==> src/core/fsafe_consts.svh <==
`ifndef FSAFE_CONSTS_SVH
`define FSAFE_CONSTS_SVH

// Clock and time base
`define CLK_HZ              50000000
`define CYCLES_PER_MS       (`CLK_HZ / 1000)
`define RESET_LOW_LIMIT_S   8
`define RESET_LOW_LIMIT_MS  (`RESET_LOW_LIMIT_S * 1000)
`define RESET_PULSE_MS      10
`define TIME_STEP_SHORT_MS  10
`define TIME_STEP_LONG_MS   210

// Fault count levels
`define FAULT_COUNT_RESET   3'h1
`define INTER_LEVEL_WIDE    3'h3
`define FINAL_LEVEL_WIDE    3'h6
`define INTER_LEVEL_NARROW  3'h1
`define FINAL_LEVEL_NARROW  3'h2

// Release key action codes, bits 7:5
`define KEY_OUT0            3'h3
`define KEY_OUT1            3'h6
`define KEY_BOTH            3'h5

// Protected configuration word layout
`define CFG_THRESH          0
`define CFG_LVL_IMP         1
`define CFG_WD_IMP          3
`define CFG_RFR_LIMIT       5
`define CFG_OUT0_MASK       8
`define CFG_RST_MASK        13
`define CFG_RESET           16'h1fc0

// Synchronised pin vector positions
`define PIN_PRE_OV          0
`define PIN_CORE            1
`define PIN_ANALOG          2
`define PIN_AUX             3
`define PIN_EXT_IC          4
`define PIN_COLLECTOR       5
`define PIN_ABIST           6
`define PIN_LOGIC_SELFTEST           7
`define PIN_RST_SHORT       8
`define PIN_OUT0_SHORT      9
`define PIN_OUT1_SHORT      10
`define PIN_EXT_RESET       11
`define PIN_RST_SENSE       12
`define PIN_STRAP           13

`endif

==> src/core/fsafe_pkg.sv <==
`include "fsafe_consts.svh"

package fsafe_pkg;

    typedef enum logic [2:0] {
        MODE_NORMAL    = 3'b001,
        MODE_DEEP_SAFE = 3'b010,
        MODE_SLEEP     = 3'b100
    } power_mode_e;

    typedef enum logic [3:0] {
        OUT1_IDLE  = 4'b0001,
        OUT1_WAIT  = 4'b0010,
        OUT1_HELD  = 4'b0100,
        OUT1_TIMED = 4'b1000
    } out1_phase_e;

    typedef struct packed {
        logic [13:0] pin_meta;
        logic [13:0] pin_sync;
        logic [13:0] pin_prev;
        logic        strap_taken;
        logic        strap_grounded;
        logic [2:0]  fault_count;
        logic [2:0]  refresh_count;
        logic        out0_low;
        logic        out1_low;
        logic        rst_low;
        logic        level_pulsed;
        logic [3:0]  rst_pulse_ms;
        logic [15:0] tick_div;
        logic [12:0] rst_low_ms;
        logic [11:0] out1_ms;
        out1_phase_e out1_phase;
        power_mode_e mode;
        logic        backup_closed;
        logic        ded_prev;
    } ctrl_s;

    typedef struct packed {
        logic [21:0] word;
        logic        single_seen;
        logic        double_seen;
    } guard_s;

endpackage

==> src/core/config_guard.sv <==
`timescale 1ns/1ns
`default_nettype none
`include "fsafe_consts.svh"

module config_guard
(
    input  wire logic        clk_sys,
    input  wire logic        rst_n,
    input  wire logic        safety_init_phase,
    input  wire logic [15:0] config_in,
    input  wire logic [21:0] upset_flip,
    output logic      [15:0] config_out,
    output logic             single_error_flag,
    output logic             double_error_detect
);
    import fsafe_pkg::*;

    guard_s r_reg;
    guard_s r_next;

    function automatic logic [21:0] encode(input logic [15:0] d);
        logic [21:0] w;
        int          k;
        w = '0;
        k = 0;
        for (int i = 1; i < 22; i++)
            if ((i & (i - 1)) != 0)
            begin
                w[i] = d[k];
                k++;
            end
        for (int p = 0; p < 5; p++)
            for (int i = 1; i < 22; i++)
                if (i[p] && ((i & (i - 1)) != 0))
                    w[1 << p] = w[1 << p] ^ w[i];
        w[0] = ^w[21:1];
        return w;
    endfunction

    function automatic logic [15:0] extract(input logic [21:0] w);
        logic [15:0] d;
        int          k;
        d = '0;
        k = 0;
        for (int i = 1; i < 22; i++)
            if ((i & (i - 1)) != 0)
            begin
                d[k] = w[i];
                k++;
            end
        return d;
    endfunction

    logic [4:0] syndrome;
    logic       parity;

    always_comb
    begin
        syndrome = '0;
        for (int i = 1; i < 22; i++)
            if (r_reg.word[i])
                syndrome = syndrome ^ 5'(i);
        parity = ^r_reg.word;
        r_next = r_reg;
        if (safety_init_phase)
            r_next.word = encode(config_in);
        else if (parity)
        begin
            // Odd parity means one flip: syndrome points at it
            r_next.word[syndrome] = ~r_reg.word[syndrome];
            r_next.single_seen = 1'b1;
        end
        else if (syndrome != 5'h0)
            r_next.double_seen = 1'b1;
        r_next.word = r_next.word ^ upset_flip;
    end

    always_ff @(posedge clk_sys or negedge rst_n)
    begin
        if (!rst_n)
        begin
            r_reg.word        <= encode(`CFG_RESET);
            r_reg.single_seen <= 1'b0;
            r_reg.double_seen <= 1'b0;
        end
        else
            r_reg <= r_next;
    end

    assign config_out          = extract(r_reg.word);
    assign single_error_flag   = r_reg.single_seen;
    assign double_error_detect = r_reg.double_seen;

endmodule
`default_nettype wire

==> src/core/fail_safe_fault_output_control.sv <==
`timescale 1ns/1ns
`default_nettype none
`include "fsafe_consts.svh"

// How it works
// - Each new reset or output 0 counts
// - Watchdog error maximum counts while output 0 low
// - Threshold bit picks levels 3/6 or 1/2
// - Intermediate level asserts output 0 or reset
// - Final level with grounded strap: deep fail-safe
// - Reset low eight seconds: deep-safe or sleep
// - Configurable faults increment the fault count
// - Fixed fault list always increments the count
// - Start and wake: count one, output 0 low
// - Seven good answers take one off the count
// - Fixed causes always assert the reset output
// - Fixed causes always assert output 0
// - Init configuration gates other output 0 causes
// - Delay mode: output 1 follows after time
// - Duration mode: output 1 released after time
// - Backup switch open until MCU closes it
// - Release needs tests ok, count zero, key
// - Key bits 7:5 select which outputs release
// - Key low bits are inverted swapped random
// - Config free in init, then corrected
// - Double upset flags and asserts output 0
// - Refresh limit reached plus good answer decrements
// - Bad answer clears the refresh counter
module fail_safe_fault_output_control
#(
    parameter logic [15:0] CYCLES_PER_MS     = 16'(`CYCLES_PER_MS),
    parameter logic [12:0] RESET_LOW_LIMIT_MS = 13'(`RESET_LOW_LIMIT_MS)
)
(
    input  wire logic        clk_sys,
    input  wire logic        rst_n,
    input  wire logic [11:0] fault_levels,
    input  wire logic        mcu_reset_sense,
    input  wire logic        deep_safe_strap,
    input  wire logic        safety_init_phase,
    input  wire logic        init_watchdog_fail,
    input  wire logic        watchdog_answer_good,
    input  wire logic        watchdog_answer_bad,
    input  wire logic        watchdog_error_max,
    input  wire logic        spi_reset_request,
    input  wire logic        spi_out0_request,
    input  wire logic        resume_from_low_power,
    input  wire logic        fault_threshold_select,
    input  wire logic [1:0]  fault_level_impact,
    input  wire logic [1:0]  watchdog_impact_select,
    input  wire logic [2:0]  watchdog_refresh_limit,
    input  wire logic [4:0]  out0_fault_mask,
    input  wire logic [2:0]  reset_fault_mask,
    input  wire logic [3:0]  second_output_time_code,
    input  wire logic        second_output_time_range,
    input  wire logic        second_output_duration_mode,
    input  wire logic        backup_switch_request,
    input  wire logic        analog_selftest_out1_ok,
    input  wire logic        analog_selftest_aux_ok,
    input  wire logic        aux_check_enabled,
    input  wire logic [7:0]  watchdog_random_word,
    input  wire logic [7:0]  release_key,
    input  wire logic        release_key_write,
    input  wire logic [21:0] upset_flip,
    output logic             mcu_reset_out_n,
    output logic             safe_out_zero_n,
    output logic             safe_out_one_n,
    output logic      [2:0]  fault_count,
    output logic             backup_switch_state,
    output logic             deep_fail_safe,
    output logic             low_power_off,
    output logic             single_error_flag,
    output logic             double_error_detect
);
    import fsafe_pkg::*;

    ctrl_s r_reg;
    ctrl_s r_next;

    logic [15:0] cfg;
    logic [15:0] cfg_in;

    // Config is sampled freely in init and frozen under check bits after
    assign cfg_in = {reset_fault_mask, out0_fault_mask, watchdog_refresh_limit,
                     watchdog_impact_select, fault_level_impact,
                     fault_threshold_select};

    config_guard guard
    (
        .clk_sys             (clk_sys),
        .rst_n               (rst_n),
        .safety_init_phase   (safety_init_phase),
        .config_in           (cfg_in),
        .upset_flip          (upset_flip),
        .config_out          (cfg),
        .single_error_flag   (single_error_flag),
        .double_error_detect (double_error_detect)
    );

    logic [13:0] rise;
    logic        tick;
    logic [2:0]  inter_level;
    logic [2:0]  final_level;
    logic        level_hit;
    logic        ded_rise;
    logic        always_inc;
    logic        out0_cause;
    logic        rst_cause;
    logic        new_out0;
    logic        new_rst;
    logic        inc;
    logic        dec;
    logic [11:0] out1_time;
    logic [4:0]  key0;
    logic [4:0]  key1;
    logic [4:0]  key_both;
    logic        fault_active;
    logic        ok_common;
    logic        rel0;
    logic        rel1;
    logic        rst_timeout;

    always_comb
    begin
        r_next = r_reg;

        // Two flops on every pin before any logic sees it
        r_next.pin_meta = {deep_safe_strap, mcu_reset_sense, fault_levels};
        r_next.pin_sync = r_reg.pin_meta;
        r_next.pin_prev = r_reg.pin_sync;
        rise = r_reg.pin_sync & ~r_reg.pin_prev;

        tick = (r_reg.tick_div == CYCLES_PER_MS - 16'h1);
        r_next.tick_div = tick ? 16'h0 : r_reg.tick_div + 16'h1;

        // Strap caught once, on the first millisecond after reset release
        if (!r_reg.strap_taken && tick)
        begin
            r_next.strap_taken = 1'b1;
            r_next.strap_grounded = ~r_reg.pin_sync[`PIN_STRAP];
        end

        if (cfg[`CFG_THRESH])
        begin
            inter_level = `INTER_LEVEL_NARROW;
            final_level = `FINAL_LEVEL_NARROW;
        end
        else
        begin
            inter_level = `INTER_LEVEL_WIDE;
            final_level = `FINAL_LEVEL_WIDE;
        end
        level_hit = (r_reg.fault_count >= inter_level);
        if (!level_hit)
            r_next.level_pulsed = 1'b0;

        r_next.ded_prev = double_error_detect;
        ded_rise = double_error_detect & ~r_reg.ded_prev;

        always_inc = rise[`PIN_PRE_OV] | rise[`PIN_COLLECTOR]
                   | rise[`PIN_ABIST] | rise[`PIN_RST_SHORT]
                   | rise[`PIN_EXT_RESET] | init_watchdog_fail
                   | ded_rise;

        out0_cause = rise[`PIN_PRE_OV] | rise[`PIN_ABIST] | rise[`PIN_LOGIC_SELFTEST]
                   | rise[`PIN_RST_SHORT] | rise[`PIN_OUT1_SHORT]
                   | init_watchdog_fail | spi_out0_request;
        out0_cause = out0_cause | ded_rise;
        out0_cause = out0_cause
                   | (|(rise[`PIN_COLLECTOR:`PIN_CORE]
                        & cfg[`CFG_OUT0_MASK +: 5]))
                   | (watchdog_error_max & cfg[`CFG_WD_IMP + 1]);
        out0_cause = out0_cause
                   | (level_hit & cfg[`CFG_LVL_IMP]);

        rst_cause = rise[`PIN_PRE_OV] | rise[`PIN_OUT0_SHORT]
                  | init_watchdog_fail | spi_reset_request;
        rst_cause = rst_cause
                  | (|(rise[`PIN_AUX:`PIN_CORE] & cfg[`CFG_RST_MASK +: 3]))
                  | (watchdog_error_max & cfg[`CFG_WD_IMP]);
        if (level_hit && cfg[`CFG_LVL_IMP + 1] && !r_reg.level_pulsed)
        begin
            rst_cause = 1'b1;
            r_next.level_pulsed = 1'b1;
        end

        new_out0 = out0_cause & ~r_reg.out0_low;
        new_rst = rst_cause & ~r_reg.rst_low;

        // One step per cycle at most; simultaneous causes count once
        inc = new_out0 | new_rst;
        inc = inc | (watchdog_error_max & r_reg.out0_low);
        inc = inc | always_inc
            | (|(rise[`PIN_EXT_IC:`PIN_CORE]
                 & cfg[`CFG_OUT0_MASK +: 4]));

        dec = 1'b0;
        if (watchdog_answer_bad)
            r_next.refresh_count = 3'h0;
        else if (watchdog_answer_good)
        begin
            if (r_reg.refresh_count >= cfg[`CFG_RFR_LIMIT +: 3])
            begin
                dec = 1'b1;
                r_next.refresh_count = 3'h0;
            end
            else
                r_next.refresh_count = r_reg.refresh_count + 3'h1;
        end

        if (inc)
        begin
            if (r_reg.fault_count < final_level)
                r_next.fault_count = r_reg.fault_count + 3'h1;
        end
        else if (dec && r_reg.fault_count != 3'h0)
            r_next.fault_count = r_reg.fault_count - 3'h1;

        // Reset pulse timed in milliseconds
        if (new_rst)
        begin
            r_next.rst_low = 1'b1;
            r_next.rst_pulse_ms = 4'h0;
        end
        else if (r_reg.rst_low && tick)
        begin
            if (r_reg.rst_pulse_ms == 4'(`RESET_PULSE_MS - 1))
                r_next.rst_low = 1'b0;
            else
                r_next.rst_pulse_ms = r_reg.rst_pulse_ms + 4'h1;
        end

        // Reset line watched at the pin, so an MCU hold counts too
        rst_timeout = 1'b0;
        if (r_reg.pin_sync[`PIN_RST_SENSE])
            r_next.rst_low_ms = 13'h0;
        else if (tick)
        begin
            if (r_reg.rst_low_ms >= RESET_LOW_LIMIT_MS - 13'h1)
                rst_timeout = 1'b1;
            else
                r_next.rst_low_ms = r_reg.rst_low_ms + 13'h1;
        end

        case (r_reg.mode)
            MODE_NORMAL:
            begin
                if (rst_timeout)
                    r_next.mode = r_reg.strap_grounded ? MODE_DEEP_SAFE
                                                       : MODE_SLEEP;
                else if (r_next.fault_count == final_level
                         && r_reg.strap_grounded)
                    r_next.mode = MODE_DEEP_SAFE;
            end
            MODE_DEEP_SAFE:
                r_next.mode = MODE_DEEP_SAFE;
            MODE_SLEEP:
            begin
                if (resume_from_low_power)
                    r_next.mode = MODE_NORMAL;
            end
            default:
                r_next.mode = MODE_NORMAL;
        endcase

        if (new_out0)
            r_next.out0_low = 1'b1;

        r_next.backup_closed = backup_switch_request;

        out1_time = second_output_time_range
                  ? 12'(second_output_time_code) * 12'(`TIME_STEP_LONG_MS)
                  : 12'(second_output_time_code) * 12'(`TIME_STEP_SHORT_MS);

        case (r_reg.out1_phase)
            OUT1_IDLE:
            begin
                if (new_out0)
                begin
                    r_next.out1_ms = 12'h0;
                    if (second_output_duration_mode)
                    begin
                        if (out1_time != 12'h0)
                        begin
                            r_next.out1_low = 1'b1;
                            r_next.out1_phase = OUT1_TIMED;
                        end
                    end
                    else if (out1_time == 12'h0)
                    begin
                        r_next.out1_low = 1'b1;
                        r_next.out1_phase = OUT1_HELD;
                    end
                    else
                        r_next.out1_phase = OUT1_WAIT;
                end
            end
            OUT1_WAIT:
            begin
                if (!r_reg.out0_low)
                    r_next.out1_phase = OUT1_IDLE;
                else if (tick)
                begin
                    if (r_reg.out1_ms >= out1_time - 12'h1)
                    begin
                        r_next.out1_low = 1'b1;
                        r_next.out1_phase = OUT1_HELD;
                    end
                    else
                        r_next.out1_ms = r_reg.out1_ms + 12'h1;
                end
            end
            OUT1_HELD:
                r_next.out1_phase = OUT1_HELD;
            OUT1_TIMED:
            begin
                if (tick)
                begin
                    if (r_reg.out1_ms >= out1_time - 12'h1)
                    begin
                        r_next.out1_low = 1'b0;
                        r_next.out1_phase = OUT1_IDLE;
                    end
                    else
                        r_next.out1_ms = r_reg.out1_ms + 12'h1;
                end
            end
            default:
            begin
                r_next.out1_phase = OUT1_IDLE;
                r_next.out1_low = 1'b0;
            end
        endcase

        // Expected key bits: random word inverted and bit order swapped
        key0 = ~{watchdog_random_word[0], watchdog_random_word[1],
                 watchdog_random_word[2], watchdog_random_word[3],
                 watchdog_random_word[4]};
        key1 = ~{watchdog_random_word[3], watchdog_random_word[4],
                 watchdog_random_word[5], watchdog_random_word[6],
                 watchdog_random_word[7]};
        key_both = ~{watchdog_random_word[0], watchdog_random_word[1],
                     watchdog_random_word[2], watchdog_random_word[6],
                     watchdog_random_word[7]};

        fault_active = |r_reg.pin_sync[`PIN_EXT_RESET:`PIN_PRE_OV];
        ok_common = release_key_write && !fault_active
                  && r_reg.fault_count == 3'h0
                  && (analog_selftest_aux_ok || !aux_check_enabled);
        rel0 = 1'b0;
        rel1 = 1'b0;
        if (ok_common)
        begin
            case (release_key[7:5])
                `KEY_OUT0:
                    rel0 = (release_key[4:0] == key0);
                `KEY_OUT1:
                    rel1 = (release_key[4:0] == key1)
                         && analog_selftest_out1_ok
                         && r_reg.backup_closed;
                `KEY_BOTH:
                begin
                    rel0 = (release_key[4:0] == key_both)
                         && analog_selftest_out1_ok
                         && r_reg.backup_closed;
                    rel1 = rel0;
                end
                default:
                begin
                    rel0 = 1'b0;
                    rel1 = 1'b0;
                end
            endcase
        end

        // A fresh cause in the release cycle keeps output 0 asserted; output 1 stays only when output 0 was high
        if (rel0 && !out0_cause)
            r_next.out0_low = 1'b0;
        if (rel1 && !new_out0)
        begin
            r_next.out1_low = 1'b0;
            r_next.out1_phase = OUT1_IDLE;
        end

        if (resume_from_low_power)
        begin
            r_next.fault_count = `FAULT_COUNT_RESET;
            r_next.out0_low = 1'b1;
            r_next.refresh_count = 3'h0;
        end
    end

    always_ff @(posedge clk_sys or negedge rst_n)
    begin
        if (!rst_n)
        begin
            r_reg                <= '0;
            r_reg.fault_count    <= `FAULT_COUNT_RESET;
            r_reg.out0_low       <= 1'b1;
            r_reg.out1_phase     <= OUT1_IDLE;
            r_reg.mode           <= MODE_NORMAL;
            r_reg.pin_meta       <= 14'h1000;
            r_reg.pin_sync       <= 14'h1000;
            r_reg.pin_prev       <= 14'h1000;
        end
        else
            r_reg <= r_next;
    end

    assign mcu_reset_out_n     = ~r_reg.rst_low;
    assign safe_out_zero_n     = ~r_reg.out0_low;
    assign safe_out_one_n      = ~r_reg.out1_low;
    assign fault_count         = r_reg.fault_count;
    assign backup_switch_state = r_reg.backup_closed;
    assign deep_fail_safe      = (r_reg.mode == MODE_DEEP_SAFE);
    assign low_power_off       = (r_reg.mode == MODE_SLEEP);

endmodule
`default_nettype wire

==> config.mk <==
export PLATFORM = sky130hd
export DESIGN_NAME = fail_safe_fault_output_control
export DESIGN_NICKNAME = d
export VERILOG_FILES = /design/src/core/fsafe_pkg.sv /design/src/core/config_guard.sv /design/src/core/fail_safe_fault_output_control.sv
export VERILOG_INCLUDE_DIRS = /design/src /design/src/core
export SDC_FILE = /design/constraint.sdc
export NUM_CORES = 1
export LEC_CHECK = 0
export BUFFER_PORTS_ARGS = -buffer_cell sky130_fd_sc_hd__buf_2
export CAP_MARGIN = 25
export CORE_ASPECT_RATIO = 1.25
export CORE_UTILIZATION = 60
export DETAILED_ROUTE_END_ITERATION = 10
export GPL_TIMING_DRIVEN = 1
export HOLD_SLACK_MARGIN = 0.05
export PLACE_DENSITY_LB_ADDON = 0.3
export REMOVE_ABC_BUFFERS = 1
export SYNTH_ARGS = -nofsm -noshare
export SYNTH_HDL_FRONTEND = slang
export SYNTH_SLANG_ARGS = --single-unit
==> constraint.sdc <==
create_clock -name clk_sys -period 6.8 [get_ports clk_sys]
set_input_delay 1.02 -clock clk_sys [delete_from_list [all_inputs] [get_ports clk_sys]]
set_output_delay 1.02 -clock clk_sys [all_outputs]
set_load 0.01 [all_outputs]
* Word level (Yosys, flattened, before mapping) *
Index checks and enable logic that the tools add are counted.

operators by class
  equal/unequal tests = 36
  multiply operators = 2
  reductions and logical operators = 49
  mux-type cells = 208
  add/subtract/negate cells = 22
  bitwise logic cells = 104
  order comparisons = 22

operator list
  operator                                                                        count
  32-bit by 6-bit less-than comparator with 1-bit output (second input constant)  15
  32-bit two-way mux                                                              15
  32-bit by 2-bit adder with 32-bit output (second input constant)                14
  1-bit two-way mux                                                               114
  4-bit two-way mux                                                               17
  16-bit two-way mux                                                              4
  1-bit binary-select mux with 4-bit select                                       15
  3-bit two-way mux                                                               16
  13-bit two-way mux                                                              3
  12-bit two-way mux                                                              3
  12-bit one-hot mux with 3 select lines                                          1
  1-bit XOR                                                                       35
  5-bit two-way mux                                                               6
  1-bit OR                                                                        25
  23-bit two-way mux                                                              1
  22-bit bitwise mux                                                              1
  22-bit two-way mux                                                              1
  22-bit XOR reduction                                                            1
  22-bit XOR                                                                      1
  3-bit != test (second input constant)                                           7
  21-bit XOR reduction                                                            1
  2-bit inverter                                                                  9
  3-bit inverter                                                                  6
  16-bit by 1-bit adder with 16-bit output (second input constant)                1
  63 further kinds                                                                131

storage, ports and cells
  output and inout port bits = 11
  word-level logic and storage cells = 465
  bits of input ports = 89
  register bits after elaboration = 130

* Logic depth before layout (Yosys ltp) *
  depth after elaboration = 45
  depth in mapped cells = 17
  depth with buffers taken out = 17

* Hierarchy *
From an unflattened synthesis, not the netlist that was laid out.

second synthesis, totals
  cells, all modules = 855
  area total of the unflattened synthesis = 8478.1 um^2

modules (own cells, without submodules)
  module                          times used  area each (um^2)  cells each  sequential area each (um^2)
  fail_safe_fault_output_control  1           6025.8            592         2660.1
  config_guard                    1           2452.4            263         610.6

* Worst setup path before layout *
No wires, ideal clock.

  path kind = input to register
  start point = input port second_output_time_code[1]
  end point = register r_reg[19] in the netlist's numbering
  path slack = 2166 ps
  library setup time = 78 ps
  buffers on the path = 0
  data arrival time = 4556 ps
  data required time = 6722 ps
  cell stages on the path = 15
  path through = ha_1 ha_1 fa_1 mux2i_1 and3_1 and3_1 xor2_1 ha_1 a21o_1 a211oi_1 o21ai_1 a2111oi_4 o211ai_1 or3_1 a21oi_1

on the way
  word-level cells in the longest chain between the ends = 8
  elaborated cells between the ends (all ways) = 10
  classes of those cells = add/sub (1); mul (2); order compare (1); mux (6)

RTL lines
  item                                                                                                                line                                                                          source
  start: declaration                                                                                                  fail_safe_fault_output_control.sv:54                                          input wire logic [3:0] second_output_time_code,
  4-bit by 7-bit multiplier with 11-bit output / 4-bit by 3-bit multiplier with 7-bit output (equally long branches)  fail_safe_fault_output_control.sv:272, fail_safe_fault_output_control.sv:273
  12-bit two-way mux *                                                                                                fail_safe_fault_output_control.sv:271                                         out1_time = second_output_time_range
  12-bit by 1-bit subtractor with 12-bit output *                                                                     fail_safe_fault_output_control.sv:304, fail_safe_fault_output_control.sv:319
  12-bit greater-or-equal comparator *                                                                                fail_safe_fault_output_control.sv:304, fail_safe_fault_output_control.sv:319
  12-bit two-way mux *                                                                                                --
  16-bit two-way mux                                                                                                  --
  12-bit two-way mux                                                                                                  --
  12-bit one-hot mux with 3 select lines *                                                                            --
  end signal: assignment                                                                                              fail_safe_fault_output_control.sv:407                                         r_reg <= r_next;
  end: declaration                                                                                                    fail_safe_fault_output_control.sv:77                                          ctrl_s r_reg;

Every way passes the cells marked *; elsewhere a longest branch is shown, timed or not. The select of a mux whose other input is x is not followed.
A chain may end at the register's enable or synchronous reset.

* Final worst setup path *
Ends and elaborated chain as after synthesis.

==> key figures <==
Routing
  • Drt total wl: 19100 um
  • Drt initial violations: between 400 and 500
  • Avg Vias per Cell: between 5 and 6
  • Drt wl/cell: roughly 17 um
  • TritonRoute pass-1 iters: 5
  • DRC: 0
  • DR vias: 6558
  • Number of routed nets with antenna violations: 0

Worst setup path
  • Worst endpoint required time: ~7100 ps
  • Endpoint class of the critical path: flip-flop
  • Crit path capture: r_reg[19]
  • Element type at the critical path start: input port
  • CP arrival: ~5200 ps
  • Crit Path Class: input port to flip-flop
  • Critical path launch point: second_output_time_code[1]
  • Worst r2r dst: guard.config_out[4]
  • Worst r2r src: guard.config_out[0]
  • Reg2reg path depth: 9
  • R2r setup slk: ~3000 ps
  • Crit path max fanout: 10

Floorplan
  • Die Ht: about 130 um
  • Die ar.: between 10000 and 15000 sq um
  • Die X: about 110 um
  • Rows: 47
  • IO Count: 100
  • Core Box Area: about 13000 sq um
  • Initial Util: 62.2%

Clock tree
  • Worst skew pair latency: ~430 ps
  • CTS Hold Bufs: 0
  • CTS tree: done
  • CTS Sinks: 130
  • CTS Root Cell: clkbuf_16
  • Clock Path Buffers: 2
  • Setup Fix Bufs, Post-CTS: 0
  • Htree depth: 4
  • PostCTS Resize Cnt: 0
  • CTS buffer count: 17
  • Clock transition at the registers of the reported paths: approximately 60 ps

Synthesis
  • Adder and majority cell fraction of the synthesized area: 6.95%
  • Syn_area_per_cell: approximately 10 sq um
  • Post-Syn Area: ~8300 sq um
  • Simple-gate share of the synthesized area: 16.4%
  • Synth Flop Type: dfrtp_1
  • Total of warnings raised by yosys: 0
  • Mux contribution to synthesized area: between 3 and 4%
  • Flops & latches, synth: between 100 and 150
  • Fraction of registers with async set/reset: 100%
  • Largest family of logic cells by synthesized area: XOR/XNOR gates
  • Cells after synthesis: 830
  • Post-synthesis xor/xnor area fraction: a little under a fifth
  • Synth unique cells: between 70 and 80
  • Post-synthesis sequential area ratio: 39.2%
  • Synth Area in Compound Gates: a little over an eighth
  • Number of synthesized flops with an enable pin: 0

STA
  • Clock skew: approximately 11 ps
  • Final worst path period share: ~71%
  • Worst hold margin: between 300 and 400 ps
  • Final hold vios: 0
  • Pin slew with the least headroom to its limit: between 800 and 900 ps
  • Max Slew Vio Count: 0
  • Unrepaired setup endpoints after global routing: false
  • Final Setup Violations: 0
  • Setup TNS: 0 ps
  • Tmin final: 4840 ps
  • Slew margin rel.: 40.3%
  • Fmax: about 0.21 GHz

Final layout
  • Fill cell count: 988
  • NumNets Final: between 1000 and 1500
  • ANT cells: 0
  • Share of cells above drive strength 1: 19.4%
  • Area growth syn-to-layout: 14.6%
  • Max reg flops: between 70 and 80
  • Final instance area: 9550 sq um

Global route
  • Pin count of the biggest net entering global routing: 84
  • Congestion Overflow GR: 0
  • Tot GR Track Use: 28.1%
  • Initial antenna violation count: 0
  • Number of global-route vias before repair: approximately 6600
  • First-pass GRT wire length: ~31000 um

Status
  • Status: finished, final reports clean

Placed design
  • IO buf count: a little under 100
  • Placed cell areas: a little under 9000 sq um
  • Final Wtd Congestion: about 0.90
  • Hpwl dp: 13800 um

Job
  • Max_cap viols: 0

Min path
  • Hold Path Class: flip-flop to flip-flop
==> cell usage after synthesis, drive strengths merged (8+ instances only) <==
master / n / area [sq um]
mux2i: 16 / 160
buf: 12 / 81.3
and2: 11 / 71.3
xor2: 56 / 490
nand2: 46 / 173
o21ai: 25 / 129
and3: 12 / 75.1
a31oi: 16 / 100
nand2b: 14 / 87.6
dfstp: 14 / 368
dfrtp: 116 / 2900
nor2: 66 / 250
a221oi: 11 / 96.3
inv: 31 / 116
ha: 43 / 538
clkbuf: 12 / 45.0
nor2b: 19 / 119
xnor2: 95 / 892
mux2: 8 / 90.1
nor3: 23 / 115
a21o: 15 / 113
a21oi: 28 / 140
nand3: 29 / 145
==> layout make-up <==
type,count,area (sq um),area share [%]
repair buffers,103,552,5.78
well taps,171,214,2.24
clock inverters,15,146,1.53
clock buffers,17,425,4.45
multi-input cells,645,4830,50.6
flip-flops and latches,130,3270,34.2
inverters,31,116,1.22
==> metal layers <==
metal	GRT usage, %	vias to the layer above	part of all wire [%]
met5	0	-	0
met2	46.8	213	50
met1	35.7	3164	42
li1	-	3134	-
met4	12.6	0	2.7
met3	5.10	47	4.7
==> logic make-up after synthesis <==
| logic type | count (synthesis) |
|---|---|
| simple gates | 263 |
| compound gates | 155 |
| fa+ha+maj | 46 |
| buf+inv | 55 |
| mux | 24 |
| flops | 130 |
| xor+xnor | 157 |
==> metrics by stage <==
stage / cells / setup slack, ps / utilization [%]
after detailed placement: 1079 / 1550 / 66.8
final: 1112 / 1960 / 71.3
after global routing: 1112 / 1650 / 71.3
after floorplan: 806 / 2120 / -
after CTS: 1111 / 1990 / 71.1
after global placement: 1079 / 1730 / 66.8
==> layout by cell type (no fill, tap or decap), drive strengths merged, types with 6 or more instances in the layout <==
| cell type | netlist | final |
|---|---|---|
| mux2 | 8 | 8 |
| nor2b | 19 | 19 |
| xor2 | 56 | 56 |
| dfrtp | 116 | 116 |
| nor3 | 23 | 23 |
| xnor2 | 95 | 95 |
| o21bai | 6 | 6 |
| and3 | 12 | 12 |
| o2111ai | 7 | 7 |
| a21o | 15 | 15 |
| dfstp | 14 | 14 |
| o21a | 7 | 7 |
| or3 | 7 | 7 |
| and2 | 11 | 11 |
| o21ai | 25 | 25 |
| a221oi | 11 | 11 |
| nand3 | 29 | 29 |
| a31oi | 16 | 16 |
| mux2i | 16 | 16 |
| o22ai | 7 | 7 |
| nand2 | 46 | 46 |
| nand2b | 14 | 14 |
| clkbuf | 12 | 17 |
| a21oi | 28 | 28 |
| ha | 43 | 43 |
| nor2 | 66 | 66 |
| buf | 12 | 103 |
| a211oi | 7 | 7 |
| nand4 | 7 | 7 |
| inv | 31 | 38 |
==> worst min path at each step <==
stage / from / to / slack [ps] / depth (start not counted)
finish: r_next[80] / r_next[66] / 340 / 0
floorplan: r_next[80] / r_next[66] / 330 / 0
global route: r_next[86] / r_next[72] / 350 / 0
global placement: r_next[93] / r_next[79] / 330 / 0
CTS: r_next[80] / r_next[66] / 350 / 0
detailed placement: r_next[85] / r_next[71] / 330 / 0
==> worst max-delay path, stage by stage <==
cell and delay (ps):
buf_2 130, ha_1 320, ha_1 240, fa_1 440, mux2i_1 250, o211ai_1 130, nor2_1 160, nand3_1 140
a211oi_1 390, xnor2_1 180, ha_1 250, o21a_1 150, a2111oi_4 650, o211ai_1 240, or3_1 340, a21oi_1 150
Power is not shown: default switching activity piles up to over one toggle a cycle in this logic, so the estimate is an artifact.
